File: config.mk
export PLATFORM = sky130hd
export DESIGN_NAME = hbm_framer
export DESIGN_NICKNAME = d
export VERILOG_FILES = /design/src/shared/hbm_pkg.sv /design/src/rtl/hbm_framer.sv /design/src/rtl/hbm_ram.sv
export VERILOG_INCLUDE_DIRS = /design/src /design/src/shared
export SDC_FILE = /design/constraint.sdc
export NUM_CORES = 2
export LEC_CHECK = 0
export BUFFER_PORTS_ARGS = -buffer_cell sky130_fd_sc_hd__buf_2
export CAP_MARGIN = 40
export CORE_ASPECT_RATIO = 1.5
export CORE_MARGIN = 1
export CORE_UTILIZATION = 46
export DETAILED_ROUTE_END_ITERATION = 8
export PLACE_DENSITY = 0.68
export SLEW_MARGIN = 10
export SYNTH_ARGS = -nofsm -noshare
export SYNTH_HDL_FRONTEND = slang
export SYNTH_SLANG_ARGS = --single-unit
File: constraint.sdc
create_clock -name mclk -period 6.1 [get_ports mclk]
set_clock_uncertainty 0.05 [all_clocks]
set_input_delay 0.61 -clock mclk [delete_from_list [all_inputs] [get_ports mclk]]
set_output_delay 0.61 -clock mclk [all_outputs]
set_load 0.1 [all_outputs]
File: src/shared/hbm_map.svh
// Register offsets, field positions, reset values and patterns of the framer
`ifndef HBM_MAP_SVH
`define HBM_MAP_SVH
`define HBM_A_CTRL 8'h00
`define HBM_A_TXDATA 8'h04
`define HBM_A_TXTAG 8'h08
`define HBM_A_RXDATA 8'h0C
`define HBM_A_STATUS 8'h10
`define HBM_A_RXMASK 8'h14
`define HBM_A_TXMASK 8'h18
`define HBM_B_TXEN 0
`define HBM_B_RXEN 1
`define HBM_B_FILL 2
`define HBM_B_TXORD 3
`define HBM_B_RXORD 4
`define HBM_B_HWY 7
`define HBM_B_FC 7
`define HBM_B_ABT 6
`define HBM_B_IDLE 6
`define HBM_CTRL_RST 8'h00
`define HBM_RXMASK_RST 8'hFF
`define HBM_TXMASK_RST 8'h00
`define HBM_FLAG 8'h7E
`define HBM_ONES 8'hFF
`define HBM_ABORT 8'hFE
`define HBM_CRC_POLY 16'h1021
`define HBM_CRC_INIT 16'hFFFF
`define HBM_CRC_GOOD 16'h1D0F
`define HBM_RESP_OK 2'b00
`define HBM_RESP_ERR 2'b10
`endif

File: src/shared/hbm_pkg.sv
// Types shared by the framer design
package hbm_pkg;
	typedef enum logic [2:0]
	{
		HBM_ST_FILL = 3'b000,
		HBM_ST_OPEN = 3'b001,
		HBM_ST_DATA = 3'b010,
		HBM_ST_CRC = 3'b011,
		HBM_ST_CLOSE = 3'b100
	} hbm_tx_state_type;
endpackage

File: src/rtl/hbm_framer.sv
// HDLC framer and deframer with slot bit masking and AXI4-Lite registers
//
// The AXI4-Lite slave port and the placing of the registers are this design's own decisions.
`timescale 1ns/1ps
`default_nettype none
`include "hbm_map.svh"
module hbm_framer
	import hbm_pkg::*;
#(
	parameter int TX_DEPTH = 64,
	parameter int RX_DEPTH = 64
)
(
	input wire logic mclk,
	input wire logic rst_n,
	input wire logic [7:0] s_axi_awaddr,
	input wire logic s_axi_awvalid,
	output logic s_axi_awready,
	input wire logic [31:0] s_axi_wdata,
	input wire logic [3:0] s_axi_wstrb,
	input wire logic s_axi_wvalid,
	output logic s_axi_wready,
	output logic [1:0] s_axi_bresp,
	output logic s_axi_bvalid,
	input wire logic s_axi_bready,
	input wire logic [7:0] s_axi_araddr,
	input wire logic s_axi_arvalid,
	output logic s_axi_arready,
	output logic [31:0] s_axi_rdata,
	output logic [1:0] s_axi_rresp,
	output logic s_axi_rvalid,
	input wire logic s_axi_rready,
	input wire logic tclk,
	input wire logic rclk,
	input wire logic fs,
	input wire logic rxd,
	output logic txd_o,
	output logic txd_oe
);
	localparam int TAW = $clog2(TX_DEPTH);
	localparam int RAW = $clog2(RX_DEPTH);

	function automatic logic [15:0] crc_step(input logic [15:0] c,
		input logic b);
		logic fb;
		fb = c[15] ^ b;
		return {c[14:0], 1'b0} ^ (fb ? `HBM_CRC_POLY : 16'h0000);
	endfunction

	// Mask bit for the current bit time in the chosen serial order
	function automatic logic mask_pick(input logic [7:0] m,
		input logic [2:0] i, input logic msb);
		return msb ? m[3'd7 - i] : m[i];
	endfunction

	function automatic logic [15:0] rev16(input logic [15:0] v);
		logic [15:0] r;
		for (int k = 0; k < 16; k++)
			r[k] = v[15 - k];
		return r;
	endfunction

	function automatic logic addr_ok(input logic [7:0] a);
		return a == `HBM_A_CTRL || a == `HBM_A_TXDATA
			|| a == `HBM_A_TXTAG || a == `HBM_A_RXDATA
			|| a == `HBM_A_STATUS || a == `HBM_A_RXMASK
			|| a == `HBM_A_TXMASK;
	endfunction

	// ****************************************
	// Synchronisers and link clock edges
	// ****************************************
	logic [2:0] tclk_s_q, rclk_s_q, fs_s_q;
	logic [1:0] rxd_s_q;
	always_ff @(posedge mclk or negedge rst_n)
	begin
		if (!rst_n)
		begin
			tclk_s_q <= '0;
			rclk_s_q <= '0;
			fs_s_q <= '0;
			rxd_s_q <= '0;
		end
		else
		begin
			tclk_s_q <= {tclk_s_q[1:0], tclk};
			rclk_s_q <= {rclk_s_q[1:0], rclk};
			fs_s_q <= {fs_s_q[1:0], fs};
			rxd_s_q <= {rxd_s_q[0], rxd};
		end
	end
	// Transmit on falling edge, sample on rising edge of the data clocks
	wire tx_edge = tclk_s_q[2] && !tclk_s_q[1];
	wire rx_edge = rclk_s_q[1] && !rclk_s_q[2];
	wire fs_rise = fs_s_q[1] && !fs_s_q[2];
	wire rxb = rxd_s_q[1];

	// ****************************************
	// Register bus slave
	// ****************************************
	logic aw_have_q, w_have_q, awready_q, wready_q, bvalid_q;
	logic arready_q, rvalid_q, berr_q, rerr_q;
	logic [7:0] awaddr_q, wbyte_q;
	logic wlane_q;
	logic [31:0] rdata_q, rd_mux;
	logic [7:0] ctrl_q, rx_mask_q, tx_mask_q;
	logic idle_q;
	wire aw_take = s_axi_awvalid && awready_q;
	wire w_take = s_axi_wvalid && wready_q;
	wire ar_take = s_axi_arvalid && arready_q;
	wire wr_do = aw_have_q && w_have_q;
	wire w_ok = wr_do && wlane_q;
	wire w_ctrl = w_ok && awaddr_q == `HBM_A_CTRL;
	wire w_txd = w_ok && awaddr_q == `HBM_A_TXDATA;
	wire w_tag = w_ok && awaddr_q == `HBM_A_TXTAG;
	wire w_stat = w_ok && awaddr_q == `HBM_A_STATUS;
	wire w_rxm = w_ok && awaddr_q == `HBM_A_RXMASK;
	wire w_txm = w_ok && awaddr_q == `HBM_A_TXMASK;
	wire r_pop_sel = ar_take && s_axi_araddr == `HBM_A_RXDATA;
	wire bvalid_d = wr_do || (bvalid_q && !s_axi_bready);
	wire rvalid_d = ar_take || (rvalid_q && !s_axi_rready);
	wire aw_have_d = (aw_have_q || aw_take) && !wr_do;
	wire w_have_d = (w_have_q || w_take) && !wr_do;
	wire hwy = ctrl_q[`HBM_B_HWY];

	// Handshake state; each channel held until its own ready
	always_ff @(posedge mclk or negedge rst_n)
	begin
		if (!rst_n)
		begin
			aw_have_q <= 1'b0;
			w_have_q <= 1'b0;
			awready_q <= 1'b0;
			wready_q <= 1'b0;
			bvalid_q <= 1'b0;
			arready_q <= 1'b0;
			rvalid_q <= 1'b0;
			berr_q <= 1'b0;
			rerr_q <= 1'b0;
			awaddr_q <= 8'h00;
			wbyte_q <= 8'h00;
			wlane_q <= 1'b0;
			rdata_q <= 32'h0000_0000;
		end
		else
		begin
			aw_have_q <= aw_have_d;
			w_have_q <= w_have_d;
			awready_q <= !aw_have_d && !bvalid_d;
			wready_q <= !w_have_d && !bvalid_d;
			bvalid_q <= bvalid_d;
			arready_q <= !rvalid_d;
			rvalid_q <= rvalid_d;
			if (aw_take)
				awaddr_q <= s_axi_awaddr;
			if (w_take)
			begin
				wbyte_q <= s_axi_wdata[7:0];
				wlane_q <= s_axi_wstrb[0];
			end
			if (wr_do)
				berr_q <= !addr_ok(awaddr_q);
			if (ar_take)
			begin
				rdata_q <= rd_mux;
				rerr_q <= !addr_ok(s_axi_araddr);
			end
		end
	end
	assign s_axi_awready = awready_q;
	assign s_axi_wready = wready_q;
	assign s_axi_bvalid = bvalid_q;
	assign s_axi_bresp = berr_q ? `HBM_RESP_ERR : `HBM_RESP_OK;
	assign s_axi_arready = arready_q;
	assign s_axi_rvalid = rvalid_q;
	assign s_axi_rdata = rdata_q;
	assign s_axi_rresp = rerr_q ? `HBM_RESP_ERR : `HBM_RESP_OK;

	// ****************************************
	// Transmit FIFO
	// ****************************************
	logic [TAW:0] tx_wp_q, tx_rp_q;
	logic [7:0] last_byte_q;
	logic [1:0] last_tag_q;
	logic tx_seen_q, tx_pop;
	logic [9:0] tx_head;
	wire tx_empty = tx_wp_q == tx_rp_q;
	wire tx_full = (tx_wp_q ^ tx_rp_q) == {1'b1, {TAW{1'b0}}};
	wire tx_push = w_txd && !tx_full;
	// Tag rewrites the newest entry; old tags are ORed so none is cleared
	wire [1:0] tag_new = last_tag_q | {wbyte_q[`HBM_B_ABT], wbyte_q[`HBM_B_FC]};
	wire tag_we = w_tag && !tx_empty;
	wire [TAW-1:0] tx_wa = tx_push ? tx_wp_q[TAW-1:0] : tx_wp_q[TAW-1:0] - 1'b1;
	wire [9:0] tx_wd = tx_push ? {2'b00, wbyte_q} : {tag_new, last_byte_q};
	// Head is usable one cycle after it appears, once the read port caught up
	wire tx_avail = tx_seen_q && !tx_empty;
	always_ff @(posedge mclk or negedge rst_n)
	begin
		if (!rst_n)
		begin
			tx_wp_q <= '0;
			tx_rp_q <= '0;
			last_byte_q <= 8'h00;
			last_tag_q <= 2'b00;
			tx_seen_q <= 1'b0;
		end
		else
		begin
			tx_seen_q <= !tx_empty;
			if (tx_push)
			begin
				tx_wp_q <= tx_wp_q + 1'b1;
				last_byte_q <= wbyte_q;
				last_tag_q <= 2'b00;
			end
			else if (tag_we)
				last_tag_q <= tag_new;
			if (tx_pop)
				tx_rp_q <= tx_rp_q + 1'b1;
		end
	end
	hbm_ram #(.W(10), .DEPTH(TX_DEPTH), .AW(TAW)) u_tx_ram
	(
		.clk(mclk),
		.rst_n(rst_n),
		.we(tx_push || tag_we),
		.waddr(tx_wa),
		.wdata(tx_wd),
		.raddr(tx_rp_q[TAW-1:0]),
		.rdata(tx_head)
	);

	// ****************************************
	// Transmitter
	// ****************************************
	hbm_tx_state_type st_q, st_d;
	logic [15:0] sh_q, sh_d, crc_q;
	logic [4:0] cnt_q, cnt_d;
	logic [2:0] ones_q, tidx_q;
	logic fc_q, fc_d, txd_q, oe_q;
	wire tx_bit_on = !hwy || mask_pick(tx_mask_q, tidx_q, ctrl_q[`HBM_B_TXORD]);
	wire tx_tick = tx_edge && tx_bit_on;
	wire stuffing = st_q == HBM_ST_DATA || st_q == HBM_ST_CRC;
	// Count grows only in stuffed fields, so a run of five that ends the
	// check sequence still gets its zero ahead of the closing flag
	wire stuff_now = ones_q == 3'd5;
	wire bit_out = stuff_now ? 1'b0 : sh_q[0];
	wire tx_load = tx_tick && !stuff_now && cnt_q == 5'd1;
	wire [15:0] crc_upd = crc_step(crc_q, bit_out);
	wire [7:0] fill_byte = ctrl_q[`HBM_B_FILL] ? `HBM_FLAG : `HBM_ONES;

	// Next byte to shift once the current one has gone out
	always_comb
	begin
		st_d = HBM_ST_FILL;
		sh_d = {8'h00, fill_byte};
		cnt_d = 5'd8;
		fc_d = 1'b0;
		tx_pop = 1'b0;
		case (st_q)
			HBM_ST_FILL, HBM_ST_CLOSE:
				if (ctrl_q[`HBM_B_TXEN] && tx_avail)
				begin
					st_d = HBM_ST_OPEN;
					sh_d = {8'h00, `HBM_FLAG};
				end
			HBM_ST_OPEN, HBM_ST_DATA:
				if (st_q == HBM_ST_DATA && fc_q)
				begin
					st_d = HBM_ST_CRC;
					sh_d = rev16(~crc_upd);
					cnt_d = 5'd16;
				end
				else if (tx_avail && !tx_head[9])
				begin
					st_d = HBM_ST_DATA;
					sh_d = {8'h00, tx_head[7:0]};
					fc_d = tx_head[8];
					tx_pop = tx_load;
				end
				else
				begin
					// Abort tag or underrun both send the abort pattern
					sh_d = {8'h00, `HBM_ABORT};
					tx_pop = tx_load && tx_avail;
				end
			HBM_ST_CRC:
			begin
				st_d = HBM_ST_CLOSE;
				sh_d = {8'h00, `HBM_FLAG};
			end
			default:
				st_d = HBM_ST_FILL;
		endcase
	end

	// Bit shifter; check sequence runs over unstuffed data bits only
	always_ff @(posedge mclk or negedge rst_n)
	begin
		if (!rst_n)
		begin
			st_q <= HBM_ST_FILL;
			sh_q <= {8'h00, `HBM_ONES};
			cnt_q <= 5'd8;
			ones_q <= 3'd0;
			fc_q <= 1'b0;
			crc_q <= `HBM_CRC_INIT;
			txd_q <= 1'b1;
			oe_q <= 1'b0;
			tidx_q <= 3'd0;
		end
		else
		begin
			if (tx_edge)
			begin
				oe_q <= tx_bit_on;
				tidx_q <= fs_rise ? 3'd1 : tidx_q + 3'd1;
			end
			else if (fs_rise)
				tidx_q <= 3'd0;
			if (tx_tick)
			begin
				txd_q <= bit_out;
				if (stuff_now || !stuffing || !bit_out)
					ones_q <= 3'd0;
				else
					ones_q <= ones_q + 3'd1;
				if (st_q == HBM_ST_DATA && !stuff_now)
					crc_q <= crc_upd;
				if (!stuff_now)
				begin
					sh_q <= {1'b0, sh_q[15:1]};
					cnt_q <= cnt_q - 5'd1;
				end
				if (st_q == HBM_ST_OPEN)
					crc_q <= `HBM_CRC_INIT;
				if (tx_load)
				begin
					st_q <= st_d;
					sh_q <= sh_d;
					cnt_q <= cnt_d;
					fc_q <= fc_d;
				end
			end
		end
	end
	assign txd_o = txd_q;
	assign txd_oe = oe_q;

	// ****************************************
	// Receiver
	// ****************************************
	logic [2:0] ridx_q;
	logic [3:0] rones_q;
	logic [6:0] pipe_q, pv_q;
	logic [7:0] asm_q, hb0_q, hb1_q;
	logic [2:0] bc_q;
	logic [1:0] hn_q;
	logic [15:0] rcrc_q;
	logic in_frame_q, got_q, ovr_q;
	wire rx_acc = rx_edge && ctrl_q[`HBM_B_RXEN]
		&& (!hwy || mask_pick(rx_mask_q, ridx_q, ctrl_q[`HBM_B_RXORD]));
	wire flag_ev = rx_acc && !rxb && rones_q == 4'd6;
	wire stuff_ev = rx_acc && !rxb && rones_q == 4'd5 && in_frame_q;
	wire seven_ev = rx_acc && rxb && rones_q == 4'd6;
	wire abort_ev = seven_ev && in_frame_q && got_q;
	wire idle_ev = rx_acc && rxb && rones_q == 4'd14;
	wire shift_ev = rx_acc && !flag_ev && !stuff_ev;
	wire commit = shift_ev && pv_q[0];
	wire byte_ev = commit && bc_q == 3'd7;
	wire [7:0] new_byte = {pipe_q[0], asm_q[7:1]};
	wire [15:0] rcrc_upd = crc_step(rcrc_q, pipe_q[0]);
	wire close_ev = flag_ev && in_frame_q && got_q;
	wire [7:0] sf_byte = {rcrc_q != `HBM_CRC_GOOD, abort_ev, ovr_q,
		bc_q != 3'd0, 4'h0};
	logic [RAW:0] rx_wp_q, rx_rp_q;
	logic [8:0] rx_head;
	wire rx_empty = rx_wp_q == rx_rp_q;
	// Read port lags a fresh write by a cycle, so report valid one later
	logic rx_seen_q;
	wire rx_avail = rx_seen_q && !rx_empty;
	wire rx_full = (rx_wp_q ^ rx_rp_q) == {1'b1, {RAW{1'b0}}};
	// Oldest held byte leaves once two newer ones stand behind it
	wire data_push = byte_ev && hn_q == 2'd2;
	wire stat_push = close_ev || abort_ev;
	wire rx_push = (data_push || stat_push) && !rx_full;
	wire [8:0] rx_wd = stat_push ? {1'b1, sf_byte} : {1'b0, hb0_q};
	wire rx_pop = r_pop_sel && rx_avail;

	// Deframer; seven-bit delay line lets a delimiter be taken back out
	always_ff @(posedge mclk or negedge rst_n)
	begin
		if (!rst_n)
		begin
			ridx_q <= 3'd0;
			rones_q <= 4'd0;
			pipe_q <= 7'h00;
			pv_q <= 7'h00;
			asm_q <= 8'h00;
			hb0_q <= 8'h00;
			hb1_q <= 8'h00;
			bc_q <= 3'd0;
			hn_q <= 2'd0;
			rcrc_q <= `HBM_CRC_INIT;
			in_frame_q <= 1'b0;
			got_q <= 1'b0;
			ovr_q <= 1'b0;
		end
		else
		begin
			if (rx_edge)
				ridx_q <= fs_rise ? 3'd1 : ridx_q + 3'd1;
			else if (fs_rise)
				ridx_q <= 3'd0;
			if (rx_acc)
				rones_q <= !rxb ? 4'd0
					: (rones_q == 4'd15 ? rones_q : rones_q + 4'd1);
			if (shift_ev)
			begin
				pipe_q <= {rxb, pipe_q[6:1]};
				pv_q <= {in_frame_q, pv_q[6:1]};
			end
			if (commit)
			begin
				asm_q <= new_byte;
				bc_q <= bc_q + 3'd1;
				rcrc_q <= rcrc_upd;
				got_q <= 1'b1;
			end
			if (byte_ev)
			begin
				hb1_q <= new_byte;
				hb0_q <= hn_q == 2'd0 ? new_byte : hb1_q;
				if (hn_q != 2'd2)
					hn_q <= hn_q + 2'd1;
			end
			if ((data_push || stat_push) && rx_full)
				ovr_q <= 1'b1;
			else if (stat_push)
				ovr_q <= 1'b0;
			// Held bytes are the check sequence and are dropped here
			if (flag_ev || seven_ev)
			begin
				pv_q <= 7'h00;
				hn_q <= 2'd0;
				bc_q <= 3'd0;
				got_q <= 1'b0;
				rcrc_q <= `HBM_CRC_INIT;
				in_frame_q <= flag_ev;
			end
		end
	end
	hbm_ram #(.W(9), .DEPTH(RX_DEPTH), .AW(RAW)) u_rx_ram
	(
		.clk(mclk),
		.rst_n(rst_n),
		.we(rx_push),
		.waddr(rx_wp_q[RAW-1:0]),
		.wdata(rx_wd),
		.raddr(rx_rp_q[RAW-1:0]),
		.rdata(rx_head)
	);

	// ****************************************
	// Control registers and read mux
	// ****************************************
	always_ff @(posedge mclk or negedge rst_n)
	begin
		if (!rst_n)
		begin
			ctrl_q <= `HBM_CTRL_RST;
			rx_mask_q <= `HBM_RXMASK_RST;
			tx_mask_q <= `HBM_TXMASK_RST;
			idle_q <= 1'b0;
			rx_wp_q <= '0;
			rx_rp_q <= '0;
			rx_seen_q <= 1'b0;
		end
		else
		begin
			if (w_ctrl)
				ctrl_q <= wbyte_q;
			if (w_rxm)
				rx_mask_q <= wbyte_q;
			if (w_txm)
				tx_mask_q <= wbyte_q;
			// Set beats a simultaneous write-one-to-clear
			idle_q <= idle_ev || (idle_q
				&& !(w_stat && wbyte_q[`HBM_B_IDLE]));
			if (rx_push)
				rx_wp_q <= rx_wp_q + 1'b1;
			if (rx_pop)
				rx_rp_q <= rx_rp_q + 1'b1;
			rx_seen_q <= !rx_empty;
		end
	end

	always_comb
	begin
		rd_mux = 32'h0000_0000;
		if (s_axi_araddr == `HBM_A_CTRL)
			rd_mux[7:0] = ctrl_q;
		else if (s_axi_araddr == `HBM_A_RXDATA)
			rd_mux[9:0] = {rx_avail, rx_avail ? rx_head : 9'h000};
		else if (s_axi_araddr == `HBM_A_STATUS)
			rd_mux[7:0] = {1'b0, idle_q, 2'b00, rx_full, rx_empty,
				tx_full, tx_empty};
		else if (s_axi_araddr == `HBM_A_RXMASK)
			rd_mux[7:0] = rx_mask_q;
		else if (s_axi_araddr == `HBM_A_TXMASK)
			rd_mux[7:0] = tx_mask_q;
	end
endmodule
`default_nettype wire

File: src/rtl/hbm_ram.sv
// Small memory of 10-bit or 9-bit words with registered read data, used for both FIFOs
`timescale 1ns/1ps
`default_nettype none
module hbm_ram
#(
	parameter int W = 10,
	parameter int DEPTH = 64,
	parameter int AW = 6
)
(
	input wire logic clk,
	input wire logic rst_n,
	input wire logic we,
	input wire logic [AW-1:0] waddr,
	input wire logic [W-1:0] wdata,
	input wire logic [AW-1:0] raddr,
	output var logic [W-1:0] rdata
);
	logic [W-1:0] mem [DEPTH];

	// Array has no reset so it maps onto plain storage
	always_ff @(posedge clk)
	begin
		if (we)
			mem[waddr] <= wdata;
	end

	// Read port is registered every cycle
	always_ff @(posedge clk or negedge rst_n)
	begin
		if (!rst_n)
			rdata <= '0;
		else
			rdata <= mem[raddr];
	end
endmodule
`default_nettype wire

---- Yosys cells after proc, flatten, opt, wreduce, memory -nomap -nowiden ----
Memory sizes are Yosys's and may differ from the RTL's. A register that Yosys moved wholly into a read port is not among the register bits.
Index checks and enable logic that the tools add are counted.
word-level totals
  flip-flop bits (word level) ............. 230
  RAM bits ................................ 1216
  input bits .............................. 63
  output and inout port bits .............. 43
  word-level logic and storage cells ...... 318
  memories kept ........................... 2
memory list
  name          words  bits a word  read ports  clocked after memory_dff  write ports  RTL line       source
  u_tx_ram.mem  64     10           1           1                         1            hbm_ram.sv:19  logic [W-1:0] mem [DEPTH];
  u_rx_ram.mem  64     9            1           1                         1            hbm_ram.sv:19
operators by class
  add/subtract/negate cells ............... 14
  order comparisons ....................... 4
  equal/unequal tests ..................... 32
  muxes and demuxes ....................... 77
  bitwise operators ....................... 8
  reductions and logical operators ........ 130
operator list
  kind                                                                           count
  16-bit two-way mux                                                             7
  8-bit two-way mux                                                              9
  1-bit logical AND                                                              56
  8-bit by 5-bit equality test with 1-bit output (second input constant)         6
  16-bit case mux with 3 select lines                                            1
  8-bit by 4-bit equality test with 1-bit output (second input constant)         4
  16-bit by 13-bit bitwise XOR with 16-bit output                                2
  7-bit by 1-bit adder with 7-bit output (second input constant)                 4
  1-bit logical NOT                                                              27
  1-bit logical OR                                                               26
  13-bit two-way mux                                                             2
  3-bit two-way mux                                                              8
  1-bit two-way mux                                                              22
  2-bit two-way mux                                                              11
  5-bit two-way mux                                                              4
  9-bit two-way mux                                                              2
  2-bit nonzero test                                                             9
  8-bit by 3-bit equality test with 1-bit output (second input constant)         2
  8-bit logical NOT                                                              2
  3-bit by 4-bit less-than comparator with 1-bit output (second input constant)  4
  16-bit by 13-bit inequality test with 1-bit output (second input constant)     1
  16-bit NOT                                                                     1
  7-bit equality test                                                            2
  7-bit equality test (second input constant)                                    2
  other kinds (29)                                                               51

---- Longest topological paths before layout ----
  word-level depth ........................ 18
  mapped depth ............................ 11
  depth with buffers taken out ............ 8

---- Hierarchy ----
Synthesis repeated with hierarchy kept, for this count alone.
second synthesis, totals
  cells, all modules ...................... 3192
  area total of the unflattened synthesis .. 58846.4 um2
by module, submodules not included
  module               times used  cells each  area each (um2)  sequential area each (um2)
  hbm_ram at u_tx_ram  1           1120        25160.4          19468.7
  hbm_ram at u_rx_ram  1           1042        22639.2          17521.8
  hbm_framer           1           1030        11046.8          5793.1

---- Worst setup path before layout ----
Ideal clock, no wire load.
  path type ............................... register to register
  start point ............................. register ridx_q[1]
  end point ............................... memory u_rx_ram.mem[0][4] (data pin)
  setup time .............................. 0.702 ns
  arrival time ............................ 4.113 ns
  data required time ...................... 5.348 ns
  path slack .............................. 1.235 ns
  stages on the path, launching flop included .. 9
  clock period less this slack ............ 4.865 ns
  path through ............................ dfrtp_1 -> buf_6 -> mux2_1 -> mux4_2 -> o221a_1 -> buf_6 -> nand3_1 -> buf_2 -> o21ai_0
between the ends
  cells in the longest elaborated chain, start to end .. 12
  elaborated cells between the ends (all ways) .. 18
  those cells by class .................... 1 x add/sub; 6 x mux; 11 x reduce/logical
ends and longest elaborated chain
  what                                                      RTL line                              source
  start, declared                                           hbm_framer.sv:353                     logic [2:0] ridx_q;
  start signal, assigned                                    hbm_framer.sv:412                     ridx_q <= fs_rise ? 3'd1 : ridx_q + 3'd1;
  3-bit subtractor                                          hbm_framer.sv:53                      return msb ? m[3'd7 - i] : m[i];
  1-bit binary-select mux with 3-bit select                 hbm_framer.sv:53
  1-bit two-way mux (implied by the code)                   hbm_framer.sv:53
  1-bit two-way mux *                                       hbm_framer.sv:53
  1-bit logical OR *                                        hbm_framer.sv:362                     && (!hwy || mask_pick(rx_mask_q, ridx_q, ctrl_q[`HBM_B_RXORD]));
  1-bit logical AND *                                       hbm_framer.sv:361                     wire rx_acc = rx_edge && ctrl_q[`HBM_B_RXEN]
  1-bit logical AND, on equally long branches (2 in a row)  hbm_framer.sv:363, hbm_framer.sv:365
  1-bit logical AND, on equally long branches (2 in a row)  hbm_framer.sv:373, hbm_framer.sv:366
  1-bit logical OR *                                        hbm_framer.sv:385                     wire stat_push = close_ev || abort_ev;
  9-bit two-way mux *                                       hbm_framer.sv:387                     wire [8:0] rx_wd = stat_push ? {1'b1, sf_byte} : {1'b0, hb0_q};
  named net rx_wd[4]                                        hbm_framer.sv:387
  end, declared                                             hbm_ram.sv:19
Mark *: on every way through the listed nets, which the timed path passes. The rest lies on a longest branch. The select of a mux whose other input is x is not followed.

---- Worst setup path in the final report ----
  start point ............................. register tx_rp_q[1]
  end point ............................... memory u_tx_ram.mem[57][0] (enable)
between the ends
  cells in the longest elaborated chain, start to end .. 7
  elaborated cells between the ends (all ways) .. 11
  those cells by class .................... 2 x eq/ne; 3 x mux; 1 x bitwise; 5 x reduce/logical
ends and longest elaborated chain
  what                                     RTL line           source
  start, declared                          hbm_framer.sv:182  logic [TAW:0] tx_wp_q, tx_rp_q;
  start signal, assigned                   hbm_framer.sv:219  tx_rp_q <= tx_rp_q + 1'b1;
  7-bit bitwise XOR                        hbm_framer.sv:188  wire tx_full = (tx_wp_q ^ tx_rp_q) == {1'b1, {TAW{1'b0}}};
  7-bit equality test                      hbm_framer.sv:188
  1-bit logical NOT                        hbm_framer.sv:189  wire tx_push = w_txd && !tx_full;
  1-bit logical AND                        hbm_framer.sv:189
  1-bit logical OR                         hbm_framer.sv:226  .we(tx_push || tag_we),
  1-bit two-way mux                        hbm_ram.sv:24      if (we)
  1-bit two-way mux (implied by the code)  hbm_ram.sv:25      mem[waddr] <= wdata;
  end, declared                            hbm_ram.sv:19
Several ways; a longest one is shown, not always the timed one.

==> summary.txt <==
Power
  • Leak Pwr: 19.5 nW
  • Power per Cell Area: 310 nW/µm²
  • IR drop worst, VDD: 0.311 mV

Placement
  • Total instance count after detailed placement: 4930
  • DPL Wire Length: 87.0 mm
  • Buffers on Ports: 54
  • Gpl congestion: 0.858

Die
  • DIE WIDTH: 294 µm
  • I/O pin count: 106
  • Die height: 440 µm
  • Core area: 127000 µm²
  • Row count: 160
  • Die area: 129000 µm²
  • Initial core utilization: 46.4%

Synthesis
  • Sequential area share after synthesis: 72.8%
  • Mapped Cells: 3157
  • Synth Area in Compound Gates: 3.01%
  • Synth Cell Area: 58800 µm²
  • Post-Synth Adder-Cell Area: 0.404%
  • Xor and xnor area share after synthesis: 0.760%
  • Avg Inst Size Synth: 18.6 µm²
  • Synth warn: 0
  • FF+latch count, synth: 1464
  • Prevailing post-synth register cell: edfxtp_1
  • EDFF count, synth: 1216
  • Post-synthesis mux area share: 15.9%
  • Asr flop ratio synth: 16.9%
  • Netlist cell types: 78
  • Synth Area in Simple Gates: 5.26%
  • Largest family of logic cells by synthesized area: multiplexers

Detailed routing
  • Post-DRT Antenna Nets: 0
  • Wire length per cell: 25.5 µm
  • Vias per Instance: 5.74
  • Routed Wire Length: 132 mm
  • Number of DRC markers in iteration 0: 2446
  • Vias: 29700
  • Drt pass-1 iters: 6
  • Drc violations: 0

CTS
  • Reg clk slew, reported paths: 0.06 ns
  • Root Buffer: clkbuf_16
  • Cts hold-fix bufs: 12
  • Clock sinks: 1464
  • CTS tree: done
  • # resized after CTS: 0
  • H-tree depth: 4
  • Total CTS buffers: 136
  • Skew-Pair Late Insertion Delay: 0.76 ns
  • Post-CTS Setup Inserts: 0
  • Clk buf depth: 3

STA
  • Min Tclk post-route: 4.14 ns
  • Pins over their slew limit: 0
  • Max transition margin: 35.9%
  • Slew @ Worst Pin: 0.962 ns
  • Max frequency: 242 MHz
  • RSZ-0062 raised after global routing: no
  • Final setup violation count: 0
  • Tcrit/Tclk final: 67.9%
  • Hold Violations, Final: 0
  • Final TNS setup: 0 ns

Worst hold path
  • Min-Delay Path Depth: 2
  • Origin of the worst min-delay path: s_axi_awaddr[1]
  • Hold Crit Class: in -> reg
  • Hold Path End: awaddr_q[1]$_DFFE_PN0P_

Run
  • Max-Cap Viols: 0

Setup path
  • Crit Path Max Fanout: 42
  • Worst setup EP type: register
  • RR Startpoint: tx_rp_q[1]$_DFFE_PN0P_
  • R2R setup slack: 1.96 ns
  • Reg2reg path depth: 7
  • Startpoint types: register
  • Worst reg2reg endpoint: u_tx_ram.mem[57][0]$_DFFE_PP_
  • Critical path arrival: 4.57 ns
  • CP Class: reg -> reg
  • Req. time, crit path: 6.53 ns

Final layout
  • Nets: 3461
  • Final std cells w/o fill: 5184
  • Layout area overhead: 12.9%
  • Share of layout cells above drive strength 1: 27.4%

Global routing
  • Largest net degree at the start of global routing: 148
  • All-Layer GR Usage: 20.9%
  • Number of global-route vias before repair: 30600
  • Total global routing overflow: 0
  • Global-route wire length before repair: 199 mm
  • Initial antenna violation count: 6

Status
  • Outcome: complete, no violations
==> synth_stat cells, types with 13 or more instances <==
| library cell | n | area, µm² |
|---|---|---|
| edfxtp_1 | 1216 | 36500 |
| mux4_2 | 359 | 8090 |
| nand2_1 | 223 | 837 |
| dfrtp_1 | 198 | 4950 |
| nor2_1 | 154 | 578 |
| nor3_1 | 87 | 435 |
| clkbuf_1 | 74 | 278 |
| mux2_2 | 71 | 800 |
| o21ai_0 | 68 | 340 |
| buf_2 | 62 | 310 |
| a22oi_1 | 58 | 435 |
| dfstp_2 | 50 | 1310 |
| nand3_1 | 44 | 220 |
| a21oi_1 | 35 | 175 |
| inv_1 | 34 | 128 |
| xnor2_1 | 34 | 298 |
| buf_4 | 33 | 248 |
| mux2i_1 | 31 | 310 |
| and2_1 | 25 | 156 |
| buf_1 | 23 | 86.3 |
| nor2b_1 | 21 | 131 |
| ha_1 | 19 | 238 |
| nand4_1 | 19 | 119 |
| xor2_1 | 17 | 149 |
| a22o_1 | 13 | 114 |
==> logic make-up (layout without fill, tap and decap cells) <==
family,after synthesis,in the layout
AND/OR/NAND/NOR,656,656
buffers and inverters,231,533
other,1,25
XOR/XNOR,51,51
AO/OA/AOI/OAI,261,261
flip-flops,1464,1464
multiplexers,474,474
adder cells (fa/ha/maj),19,19
==> cell type report <==
class,count,area (µm²)
diodes,1,2.50
clock buffers,183,3730
clock inverters,58,472
fillers,9912,60400
inverters,34,128
multi-input cells,1485,15100
flip-flops and latches,1464,42800
well taps,1701,2130
repair buffers,258,2030
==> power breakdown <==
group	switching [W]	total [W]	internal, W
Clock	0.00362	0.00814	0.00452
Combinational	0.000829	0.00112	0.000293
Sequential	0.000204	0.0113	0.0111
==> worst max path at each step <==
stage	end	depth (start not counted)	startpoint
CTS	u_tx_ram.mem[57][6]$_DFFE_PP_	7	tx_rp_q[1]$_DFFE_PN0P_
floorplan	u_rx_ram.mem[0][4]$_DFFE_PP_	8	ridx_q[1]$_DFFE_PN0P_
finish	u_tx_ram.mem[57][0]$_DFFE_PP_	7	tx_rp_q[1]$_DFFE_PN0P_
global placement	u_tx_ram.mem[17][7]$_DFFE_PP_	6	tx_rp_q[1]$_DFFE_PN0P_
global route	u_tx_ram.mem[27][9]$_DFFE_PP_	7	tx_rp_q[1]$_DFFE_PN0P_
detailed placement	u_tx_ram.mem[17][7]$_DFFE_PP_	7	tx_rp_q[1]$_DFFE_PN0P_
==> critical path, cell delays in order, from the launching register on <==
cell and delay, ns:
dfrtp_4 0.87, xnor2_1 0.20, nand4_1 0.34, o211a_1 0.65
or3_1 0.53, a31oi_2 0.68, nor2_1 0.25, buf_4 0.27
==> per-layer routing <==
| layer | global-route usage, % | share of wire [%] | vias to the layer above |
|---|---|---|---|
| met5 | 0 | 0.039 | - |
| met4 | 8.91 | 4.1 | 6 |
| met3 | 3.46 | 4.9 | 234 |
| met2 | 37.1 | 53 | 863 |
| met1 | 25.2 | 37 | 15600 |
| li1 | - | - | 13000 |
==> cells in the final DEF, fill, tap and decap left out, drive strengths merged, types with 6 or more instances in the layout <==
master          n
edfxtp       1216
mux4          359
buf           246
nand2         225
dfrtp         198
clkbuf        183
nor2          155
nor3           87
mux2           83
o21ai          71
a22oi          58
dfstp          50
clkinv         47
nand3          45
inv            39
a21oi          36
xnor2          34
mux2i          32
and2           25
conb           24
nor2b          21
nand4          19
ha             19
xor2           17
a31oi          14
a22o           13
nand2b         12
o31ai          12
dlygate4sd3    12
nor3b          11
a221oi         10
nor4           10
o211ai          7
and3            7
a211oi          6
nand3b          6
or2             6
==> sequential cells by signal, indices dropped and copies added (netlist names), 8 cells and up <==
signal / flops
awaddr_q: 8
wbyte_q: 8
tx_mask_q: 8
last_byte_q: 8
u_rx_ram.rdata: 9
ctrl_q: 8
s_axi_rdata: 10
rcrc_q: 16
u_tx_ram.rdata: 10
u_rx_ram.mem: 576
u_tx_ram.mem: 640
crc_q: 16
hb0_q: 8
rx_mask_q: 8
sh_q: 16
hb1_q: 8
==> through the flow <==
step	cell area (µm²)	hold WS [ns]	utilization, %	power (W)	setup WS (ns)
floorplan	58900	0.264	-	0.0122	1.24
detailed placement	62000	0.287	48.9	0.0127	1.97
global route	66300	0.0248	52.4	0.0212	1.72
CTS	66300	0.00138	52.4	0.0208	1.95
global placement	61400	0.287	48.4	0.0126	1.90
finish	66300	0.0643	52.4	0.0206	1.96
No activity file was read; power rests on OpenSTA's default activity.
